$ cat config.mk
export PLATFORM = sky130hd
export DESIGN_NAME = serial_baud_rate_generator
export DESIGN_NICKNAME = d
export VERILOG_FILES = /design/src/rate_gen_pkg.sv /design/src/rate_stage.sv /design/src/serial_baud_rate_generator.sv
export SDC_FILE = /design/constraint.sdc
export NUM_CORES = 1
export LEC_CHECK = 0
export BUFFER_PORTS_ARGS = -buffer_cell sky130_fd_sc_hd__clkbuf_2
export CORE_MARGIN = 1
export CORE_UTILIZATION = 38
export CTS_CLUSTER_SIZE = 12
export DETAILED_ROUTE_END_ITERATION = 10
export HOLD_SLACK_MARGIN = 0.1
export PLACE_DENSITY = 0.53
export SETUP_SLACK_MARGIN = 0.2
export SLEW_MARGIN = 5
export SYNTH_ARGS = -nofsm -noshare
export SYNTH_HDL_FRONTEND = slang
export SYNTH_SLANG_ARGS = --single-unit
export TNS_END_PERCENT = 5
$ cat constraint.sdc
create_clock -name clk_sys -period 5.6 [get_ports clk_sys]
set_input_delay 0.56 -clock clk_sys [delete_from_list [all_inputs] [get_ports clk_sys]]
set_output_delay 0.56 -clock clk_sys [all_outputs]
set_load 0.05 [all_outputs]
$ cat src/rate_gen_pkg.sv
// constants, field layouts and carrier types of the serial bit-rate generator
package rate_gen_pkg;

  // ****************************************************************
  // register bus
  // ****************************************************************
  localparam int unsigned ADDR_W = 3;
  localparam int unsigned DATA_W = 8;
  localparam logic [ADDR_W-1:0] TX_CTRL_OFFSET   = 3'h0;
  localparam logic [ADDR_W-1:0] RX_CTRL_OFFSET   = 3'h1;
  localparam logic [ADDR_W-1:0] RATE_CTRL_OFFSET = 3'h2;
  localparam logic [ADDR_W-1:0] DIV_LOW_OFFSET   = 3'h3;
  localparam logic [ADDR_W-1:0] DIV_HIGH_OFFSET  = 3'h4;

  // ****************************************************************
  // field positions
  // ****************************************************************
  localparam int unsigned TX_MASTER_BIT     = 7;
  localparam int unsigned TX_SYNC_BIT       = 4;
  localparam int unsigned TX_HIGH_SPEED_BIT = 2;
  localparam int unsigned TX_SHIFT_EMPTY    = 1;
  localparam int unsigned RX_PORT_EN_BIT    = 7;
  localparam int unsigned RATE_IDLE_BIT     = 6;
  localparam int unsigned RATE_WIDE_BIT     = 3;

  // writable bits per register; the rest read as their fixed value
  localparam logic [DATA_W-1:0] TX_WR_MASK   = 8'hFD;
  localparam logic [DATA_W-1:0] RX_WR_MASK   = 8'hF8;
  localparam logic [DATA_W-1:0] RATE_WR_MASK = 8'h9B;
  // fixed read values: shift register empty, receive idle
  localparam logic [DATA_W-1:0] TX_RO_VALUE   = 8'h02;
  localparam logic [DATA_W-1:0] RATE_RO_VALUE = 8'h40;

  // ****************************************************************
  // reset values
  // ****************************************************************
  localparam logic [DATA_W-1:0] TX_CTRL_RESET   = 8'h00;
  localparam logic [DATA_W-1:0] RX_CTRL_RESET   = 8'h00;
  localparam logic [DATA_W-1:0] RATE_CTRL_RESET = 8'h00;
  localparam logic [DATA_W-1:0] DIV_BYTE_RESET  = 8'h00;

  // ****************************************************************
  // divide ratios: 4 from the prescaler, then a post divide of m
  // ****************************************************************
  localparam int unsigned PRE_W = 2;
  localparam int unsigned POST_W = 4;
  localparam logic [PRE_W-1:0]  PRE_LAST  = 2'h3;   // prescale by 4
  localparam logic [POST_W-1:0] POST_BY16 = 4'hF;   // 64 = 4 * 16
  localparam logic [POST_W-1:0] POST_BY4  = 4'h3;   // 16 = 4 * 4
  localparam logic [POST_W-1:0] POST_BY1  = 4'h0;   // 4  = 4 * 1

  // ****************************************************************
  // carrier types
  // ****************************************************************
  typedef struct packed {
    logic port_enable;
    logic sync_mode;
    logic master;
    logic high_speed_select;
    logic wide_divisor_select;
  } rate_cfg_type;

  typedef struct packed {
    logic bit_tick;
    logic quarter_tick;
    logic rx_level;
    logic rx_level_valid;
  } rate_status_type;

  typedef enum logic [2:0] {
    SAMPLE_IDLE   = 3'b001,
    SAMPLE_SECOND = 3'b010,
    SAMPLE_THIRD  = 3'b100
  } sample_state_type;

endpackage

$ cat src/rate_stage.sv
// one wrapping up-counter stage of the divider chain
module rate_stage
  import rate_gen_pkg::*;
#(
  parameter int unsigned WIDTH = 8
) (
  input  wire logic             clk_sys,
  input  wire logic             rst_n,
  input  wire logic             clear,
  input  wire logic             enable,
  input  wire logic [WIDTH-1:0] last,
  output logic      [WIDTH-1:0] count,
  output logic                  wrap
);

  // wrap when the count reaches the programmed last value
  assign wrap = enable && (count >= last);

  // clear has priority so a restart always begins at zero
  always_ff @(posedge clk_sys or negedge rst_n) begin
    if (!rst_n) begin
      count <= '0;
    end else if (clear || wrap) begin
      count <= '0;
    end else if (enable) begin
      count <= count + 1'b1;
    end
  end

endmodule

$ cat src/serial_baud_rate_generator.sv
// bit-rate generator with register port and majority receive sampler
//
// Chosen here: the placing of the registers and strobed register access.
module serial_baud_rate_generator
  import rate_gen_pkg::*;
(
  input  wire logic              clk_sys,
  input  wire logic              rst_n,
  input  wire logic [ADDR_W-1:0] addr,
  input  wire logic [DATA_W-1:0] wr_data,
  input  wire logic              wr_en,
  input  wire logic              rd_en,
  output logic      [DATA_W-1:0] rd_data,
  input  wire logic              receive_input,
  output rate_cfg_type           cfg,
  output rate_status_type        status
);

  // ****************************************************************
  // registers
  // ****************************************************************
  // register map, one byte each:
  //   offset 0 transmit control: master, sync, high speed; bit 1 reads 1
  //   offset 1 receive control: port enable in bit 7
  //   offset 2 rate control: wide divisor in bit 3; bit 6 reads 1
  //   offsets 3 and 4 hold the low and high divisor bytes
  //   offsets 5 to 7 read as zero and ignore writes
  logic [DATA_W-1:0] transmit_control_status;
  logic [DATA_W-1:0] receive_control_status;
  logic [DATA_W-1:0] rate_control;
  logic [DATA_W-1:0] divisor_high_byte;
  logic [DATA_W-1:0] divisor_low_byte;

  // ****************************************************************
  // address decode
  // ****************************************************************
  // an unmapped offset hits nothing, so its strobes do nothing
  wire hit_tx   = (addr == TX_CTRL_OFFSET);
  wire hit_rx   = (addr == RX_CTRL_OFFSET);
  wire hit_rate = (addr == RATE_CTRL_OFFSET);
  wire hit_low  = (addr == DIV_LOW_OFFSET);
  wire hit_high = (addr == DIV_HIGH_OFFSET);

  wire wr_tx   = wr_en && hit_tx;
  wire wr_rx   = wr_en && hit_rx;
  wire wr_rate = wr_en && hit_rate;
  wire wr_low  = wr_en && hit_low;
  wire wr_high = wr_en && hit_high;

  // a write to either divisor byte restarts the chain
  wire divisor_write = wr_low || wr_high;

  // ****************************************************************
  // register writes
  // ****************************************************************
  // only writable bits are stored; fixed bits are merged on read
  // fixed bits are never stored, so no write can ever clear them
  always_ff @(posedge clk_sys or negedge rst_n) begin
    if (!rst_n) begin
      transmit_control_status <= TX_CTRL_RESET;
      receive_control_status  <= RX_CTRL_RESET;
      rate_control            <= RATE_CTRL_RESET;
    end else begin
      if (wr_tx) begin
        transmit_control_status <= wr_data & TX_WR_MASK;
      end
      if (wr_rx) begin
        receive_control_status <= wr_data & RX_WR_MASK;
      end
      if (wr_rate) begin
        rate_control <= wr_data & RATE_WR_MASK;
      end
    end
  end

  // the divisor lives in two separate byte registers
  always_ff @(posedge clk_sys or negedge rst_n) begin
    if (!rst_n) begin
      divisor_high_byte <= DIV_BYTE_RESET;
      divisor_low_byte  <= DIV_BYTE_RESET;
    end else begin
      if (wr_high) begin
        divisor_high_byte <= wr_data;
      end
      if (wr_low) begin
        divisor_low_byte <= wr_data;
      end
    end
  end

  // ****************************************************************
  // read path
  // ****************************************************************
  logic [DATA_W-1:0] read_mux;

  // unmapped offsets read as zero
  always_comb begin
    read_mux = '0;
    if (hit_tx) begin
      read_mux = transmit_control_status | TX_RO_VALUE;
    end else if (hit_rx) begin
      read_mux = receive_control_status;
    end else if (hit_rate) begin
      read_mux = rate_control | RATE_RO_VALUE;
    end else if (hit_low) begin
      read_mux = divisor_low_byte;
    end else if (hit_high) begin
      read_mux = divisor_high_byte;
    end
  end

  // read data stand only in the cycle after the strobe
  // returning to zero afterwards means a stale byte never looks like
  // a fresh answer to a master that samples late
  always_ff @(posedge clk_sys or negedge rst_n) begin
    if (!rst_n) begin
      rd_data <= '0;
    end else if (rd_en) begin
      rd_data <= read_mux;
    end else begin
      rd_data <= '0;
    end
  end

  // ****************************************************************
  // configuration decode
  // ****************************************************************
  // master only matters to the transmit side; it is carried out on cfg
  // and has no effect on the divider
  wire port_enable = receive_control_status[RX_PORT_EN_BIT];
  wire sync_mode   = transmit_control_status[TX_SYNC_BIT];
  wire master      = transmit_control_status[TX_MASTER_BIT];
  wire high_speed  = transmit_control_status[TX_HIGH_SPEED_BIT];
  wire wide        = rate_control[RATE_WIDE_BIT];

  assign cfg.port_enable         = port_enable;
  assign cfg.sync_mode           = sync_mode;
  assign cfg.master              = master;
  assign cfg.high_speed_select   = high_speed;
  assign cfg.wide_divisor_select = wide;

  // narrow mode ignores the high byte's value; a write to it still restarts the chain
  wire [15:0] divisor_n = wide ? {divisor_high_byte, divisor_low_byte}
                               : {8'h00, divisor_low_byte};

  // post divide m after the fixed prescale of 4
  // overall ratio per bit, prescale included:
  //   async narrow low 64, async wide low 16
  //   async narrow high 16, async wide high 4
  //   synchronous 4 in either width, speed select unused
  logic [POST_W-1:0] post_last;
  always_comb begin
    post_last = POST_BY1;
    if (sync_mode) begin
      post_last = POST_BY1;
    end else if (!wide && !high_speed) begin
      post_last = POST_BY16;
    end else if (wide && !high_speed) begin
      post_last = POST_BY4;
    end else if (!wide && high_speed) begin
      post_last = POST_BY4;
    end else begin
      post_last = POST_BY1;
    end
  end

  // ****************************************************************
  // divider chain
  // ****************************************************************
  // chain timing after a clear:
  //   prescale wraps every 4 device clocks
  //   main stage wraps after n+1 prescale wraps: the quarter tick
  //   post stage wraps after m quarter ticks: the bit tick
  //   first quarter tick lands 4(n+1) clocks after the clearing edge
  // clearing all three stages, not just the main one, keeps the first
  // period exact at the cost of a phase jump on every rewrite
  // a disabled port holds the whole chain in reset
  wire chain_clear = divisor_write || !port_enable;

  logic [PRE_W-1:0]  pre_count;
  logic [15:0]       main_count;
  logic [POST_W-1:0] post_count;
  logic              pre_wrap;
  logic              main_wrap;
  logic              post_wrap;

  // every stage counts device clocks only; a slower power-managed
  // clock changes the rate and software must reprogram the divisor
  rate_stage #(.WIDTH(PRE_W)) prescale (
    .clk_sys (clk_sys),
    .rst_n   (rst_n),
    .clear   (chain_clear),
    .enable  (port_enable),
    .last    (PRE_LAST),
    .count   (pre_count),
    .wrap    (pre_wrap)
  );

  // period of n+1 prescaled ticks
  rate_stage #(.WIDTH(16)) main_div (
    .clk_sys (clk_sys),
    .rst_n   (rst_n),
    .clear   (chain_clear),
    .enable  (pre_wrap),
    .last    (divisor_n),
    .count   (main_count),
    .wrap    (main_wrap)
  );

  // mode dependent post divide gives the bit period
  rate_stage #(.WIDTH(POST_W)) postscale (
    .clk_sys (clk_sys),
    .rst_n   (rst_n),
    .clear   (chain_clear),
    .enable  (main_wrap),
    .last    (post_last),
    .count   (post_count),
    .wrap    (post_wrap)
  );

  // a mode change mid-period can leave post_count above the new last;
  // the stage compares with >= so it still wraps on the next tick
  assign status.quarter_tick = main_wrap;
  assign status.bit_tick     = post_wrap;

  // ****************************************************************
  // majority sampler
  // ****************************************************************
  // centre of the bit: halfway through the post divide
  wire [POST_W-1:0] mid_index = post_last >> 1;
  wire sample_start = main_wrap && (post_count == mid_index);

  sample_state_type  sample_state;
  sample_state_type  next_sample_state;
  logic [1:0]        samples;
  logic              rx_level;
  logic              rx_level_valid;

  // the vote needs three clocks; the shortest chain period is four,
  // so a vote always ends before the next start can arrive
  // a start that falls while the vote is busy is ignored
  // three consecutive device clocks are sampled around the bit centre
  always_comb begin
    next_sample_state = sample_state;
    unique case (sample_state)
      SAMPLE_IDLE: begin
        if (sample_start) begin
          next_sample_state = SAMPLE_SECOND;
        end
      end
      SAMPLE_SECOND: begin
        next_sample_state = SAMPLE_THIRD;
      end
      SAMPLE_THIRD: begin
        next_sample_state = SAMPLE_IDLE;
      end
      default: begin
        next_sample_state = SAMPLE_IDLE;
      end
    endcase
    if (!port_enable) begin
      next_sample_state = SAMPLE_IDLE;
    end
  end

  // majority of two stored samples and the one taken now
  wire vote = (samples[0] & samples[1])
            | (samples[0] & receive_input)
            | (samples[1] & receive_input);

  always_ff @(posedge clk_sys or negedge rst_n) begin
    if (!rst_n) begin
      sample_state <= SAMPLE_IDLE;
    end else begin
      sample_state <= next_sample_state;
    end
  end

  // first two samples are stored, the third is voted directly
  always_ff @(posedge clk_sys or negedge rst_n) begin
    if (!rst_n) begin
      samples <= 2'h0;
    end else if (sample_state == SAMPLE_IDLE && sample_start) begin
      samples[0] <= receive_input;
    end else if (sample_state == SAMPLE_SECOND) begin
      samples[1] <= receive_input;
    end
  end

  // receive line idles high, so the decided level starts high
  always_ff @(posedge clk_sys or negedge rst_n) begin
    if (!rst_n) begin
      rx_level       <= 1'b1;
      rx_level_valid <= 1'b0;
    end else if (port_enable && sample_state == SAMPLE_THIRD) begin
      rx_level       <= vote;
      rx_level_valid <= 1'b1;
    end else begin
      rx_level_valid <= 1'b0;
    end
  end

  // rx_level holds the last decided level between votes
  assign status.rx_level       = rx_level;
  assign status.rx_level_valid = rx_level_valid;

endmodule

Word level (Yosys, flattened, before mapping):

Index checks and enable logic that the tools add are counted.

* add/subtract/negate cells: 3
* order comparisons: 3
* eq/ne operators: 9
* muxes and demuxes: 21
* bitwise operators: 6
* reduce and logical (&&, ||, !) cells: 27

Operators with widths (count)
* $mux 16: 3
* $mux 8: 6
* $add 16x1->16 const B: 1
* $ge 16x16->1: 1
* $mux 4: 4
* $logic_and 1x1->1: 14
* $eq 3x2->1 const B: 3
* $mux 2: 4
* $eq 3x1->1 const B: 2
* $eq 3x3->1 const B: 2
* $mux 3: 2
* $pmux 3 s2: 1
* $reduce_bool 2->1: 3
* $logic_or 1x1->1: 5
* $add 4x1->4 const B: 1
* $eq 4x3->1: 1
* $ge 4x4->1: 1
* $and 1x1->1: 3
* $logic_not 1->1: 3
* $logic_not 3->1: 1
* $ne 3x3->1 const B: 1
* $add 2x1->2 const B: 1
* $ge 2x2->1 const B: 1
* $or 1x1->1: 2
* 3 further kinds: 3

* flip-flop bits (word level): 70
* input port bits: 16
* output and inout port bits: 17
* word-level logic and storage cells: 83

Depth between registers and ports, before layout:

* depth after elaboration: 11
* depth in mapped cells: 10
* mapped depth without buffers: 9

By module:

Synthesis repeated with hierarchy kept, for this count alone.

* cell total of the unflattened synthesis: 393
* area, all modules: 4192.8 sq um

Modules (own cells, without submodules)
* serial_baud_rate_generator: times used 1, cells each 199, area an instance 2361.0 sq um, seq. area each 1203.7 sq um
* rate_stage at main_div: times used 1, cells each 140, area an instance 1331.3 sq um, seq. area each 400.4 sq um
* rate_stage at postscale: times used 1, cells each 36, area an instance 344.1 sq um, seq. area each 100.1 sq um
* rate_stage at prescale: times used 1, cells each 18, area an instance 156.4 sq um, seq. area each 50.0 sq um

Least setup slack after synthesis:

Ideal clock, no wire load.

* path type: register to output
* start point: reg rate_control[3]
* end point: out status[3] in the netlist's numbering
* data arrival time: 2376 ps
* required time: 5040 ps
* path slack: 2664 ps
* cell stages (with the launch flop): 11
* buffers on the path: 2
* path through: dfrtp_1 -> clkbuf_1 -> nand2_1 -> ha_1 -> a21o_2 -> a21o_1 -> a2111oi_0 -> a31o_2 -> inv_2 -> and2_1 -> buf_4

* elaborated cells on any way between the ends: 13
* those cells by class: order compare (2); mux (5); reduce/logical (6)

RTL lines
* from (decl): line serial_baud_rate_generator.sv:30 `logic [DATA_W-1:0] rate_control;`
* from (signal assigned): line serial_baud_rate_generator.sv:71 `rate_control <= wr_data & RATE_WR_MASK;`
* $mux 16: line serial_baud_rate_generator.sv:143 `wire [15:0] divisor_n = wide ? {divisor_high_byte, divisor_low_byte}`
* $ge 16x16->1: line rate_stage.sv:17 `assign wrap = enable && (count >= last);`
* $logic_and 1x1->1: line rate_stage.sv:17
* via main_div.wrap: line rate_stage.sv:13 `output logic wrap`
* $logic_and 1x1->1: line rate_stage.sv:17
* to (decl): line serial_baud_rate_generator.sv:16 `output rate_status_type status`

The timed path passes the listed nets, and every way through them passes these cells.

==> run metrics <==
vias in the first global route=2,552; Starting Density=0.395; fin crit share=0.636; area of the mapped netlist=3660 um2; Filler cells=935; row count=35; Setup crit end kind=output pin; worst-path fanout max=13; Worst setup startpoint=rate_control[3]$_DFFE_PN0P_; Fin. Hold Viols=0; largest net degree at the start of global routing=71; Worst-Margin Slew=1.01 ns; GRT Total Usage=0.180; Setup Skew=0.0149 ns; non-filler cells, final=501; number of diodes=0; Avg WL per Cell=16.2 um; Clock Pin Slew Worst Setup and Hold Paths=0.08 ns; Yosys reg bits=70; global-route wire length before repair=13.4 mm; clock latency on the worst-skew pair=0.36 ns; Iter 0 DRT Violations=99; Worst EP required=5.04 ns; Final HPWL DP=5.85 mm; RSZ-0062 raised after global routing=no; CTS tree=yes; Max Transition Viols Final=0; CP arrival=3.00 ns; initial antenna violation count=0; gr ovfl total=0; H-tree depth=3; Syn Nets=378; Syn Inst Count=339; status=finished clean; setup TNS=0 ns; Setup Buffers After CTS=0; Final nets=406; Worst Path Class, Setup=reg2out; Post-synth EDFFs=0; final setup fails=0; CTS Buf Count=9; Power Density=330 nW/um2; die height=100 um; First-pass DRT Iterations=4; final WL=8.12 mm; Die X=100 um; Final ANT Viol Nets=0; Hold Buf Count CTS=0; Slew headroom=0.327; CTS Buffer Depth=2; Worst Hold Class=in2async; core area=9280 um2; DRC errors left=0; Placer Congestion=0.787; VDD IR max=0.176 mV; synth warn=0; Die ar.=10,000 um2; cts repair resizes=0; clk root buf=clkbuf_8; Port Buffers=32; RR Startpoint=rate_control[3]$_DFFE_PN0P_; synthesized area per cell=10.8 um2; register area share after synthesis=0.479; Period minus WS final=3.56 ns; share of layout cells above drive strength 1=0.263; Vias/cell=5.12; io pins=33; CP Launch Type=flop; Synth cell types=53; P&R area growth vs syn=12.7%; placed cells=485; prevailing post-synth register cell=dfrtp_1; total clock sinks=70; flop2flop setup slack=2.57 ns; Leak=0.00193 uW; Async SR Flop Fraction=1.00; vias post-DR=2,565; Peak Freq=0.281 GHz; maxcap violations=0
-- power by group --
group          switching (uW)  internal [uW]  leakage [uW]  total [uW]
Combinational             166            107      0.000915         272
Sequential               48.2            567      0.000898         615
Clock                     210            265      0.000113         475
Total                     424            939       0.00193        1360
-- layout make-up --
type	instances	area, um2	area share
multi-input combinational	237	1760	0.425
tap	129	161	0.0391
clock buffer	10	138	0.0333
timing repair buffer	34	175	0.0424
inverter	15	56.3	0.0136
clock inverter	6	90.1	0.0218
sequential	70	1750	0.425
-- layer usage --
| layer | routed length [um] | vias up | track usage |
|---|---|---|---|
| met4 | 176 | 0 | 0.0713 |
| met2 | 3680 | 35 | 0.268 |
| met1 | 4050 | 1257 | 0.248 |
| met5 | 0 | - | 0 |
| met3 | 217 | 13 | 0.0515 |
| li1 | - | 1260 | - |
-- critical path: stages, from the launching register on --
cell	delay (ns)
dfrtp_1	0.58
nand2_1	0.11
ha_1	0.33
a21o_2	0.22
a21o_1	0.17
a2111oi_0	0.44
a31o_2	0.35
inv_2	0.09
and2_1	0.14
clkbuf_2	0.23
-- worst paths after layout --
check                                           endpoint  depth (start not counted)
max in group asynchronous    rate_control[3]$_DFFE_PN0P_                          2
setup / recovery                               status[3]                          9
min in group clk_sys       prescale.count[0]$_DFFE_PN0P_                          1
hold reg to reg            prescale.count[0]$_DFFE_PN0P_                          1
hold / removal                    samples[1]$_DFFE_PN0P_                          2
setup reg to reg           main_div.count[0]$_DFFE_PN0P_                          8
-- flip-flops by register name, indices dropped and copies added (netlist names), 4 cells and up --
register / cells
divisor_high_byte: 8
divisor_low_byte: 8
main_div.count: 16
postscale.count: 4
rate_control: 5
rd_data: 8
receive_control_status: 5
transmit_control_status: 7
-- cell usage after synthesis, drive strengths merged (5+ instances only) --
master / instances / share of area
a21oi: 17 / 0.023
and2: 5 / 0.0085
and3: 5 / 0.010
buf: 10 / 0.020
clkbuf: 7 / 0.0072
dfrtp: 68 / 0.46
ha: 23 / 0.079
inv: 14 / 0.014
mux2: 34 / 0.10
mux2i: 8 / 0.022
nand2: 30 / 0.031
nand3: 6 / 0.0082
nand4: 6 / 0.012
nor2: 26 / 0.027
nor3: 5 / 0.0082
o21ai: 14 / 0.020
xor2: 11 / 0.026
-- placed cells by master (no fill, tap or decap), types with 6 or more instances in the layout --
master / count
mux2_2: 34
o21ai_0: 13
nand3_1: 6
dfrtp_1: 68
mux2i_1: 8
ha_1: 23
nor2_1: 26
inv_1: 13
clkbuf_8: 10
nand2_1: 30
clkbuf_2: 31
xor2_1: 11
a21oi_1: 17
-- through the flow --
| step | hold slack [ns] | utilization | total power (uW) | setup WS (ns) | area (um2) |
|---|---|---|---|---|---|
| after global routing | 0.455 | 0.445 | 1440 | 1.82 | 4130 |
| after global placement | 0.426 | 0.420 | 897 | 2.60 | 3900 |
| final | 0.399 | 0.445 | 1360 | 2.04 | 4130 |
| after CTS | 0.447 | 0.445 | 1380 | 2.04 | 4130 |
| after floorplan | 0.264 | - | 827 | 2.66 | 3660 |
| after detailed placement | 0.438 | 0.420 | 903 | 2.45 | 3900 |
-- cell families (layout without fill, tap and decap cells) --
logic type	after synthesis	in the layout	synth area share
adder cells (fa/ha/maj)	24	24	0.0813
flip-flops	70	70	0.479
buffers and inverters	32	65	0.0423
XOR/XNOR	15	15	0.0358
AO/OA/AOI/OAI	50	50	0.0840
multiplexers	42	42	0.126
AND/OR/NAND/NOR	106	106	0.152
No activity file was read; power rests on OpenSTA's default activity.
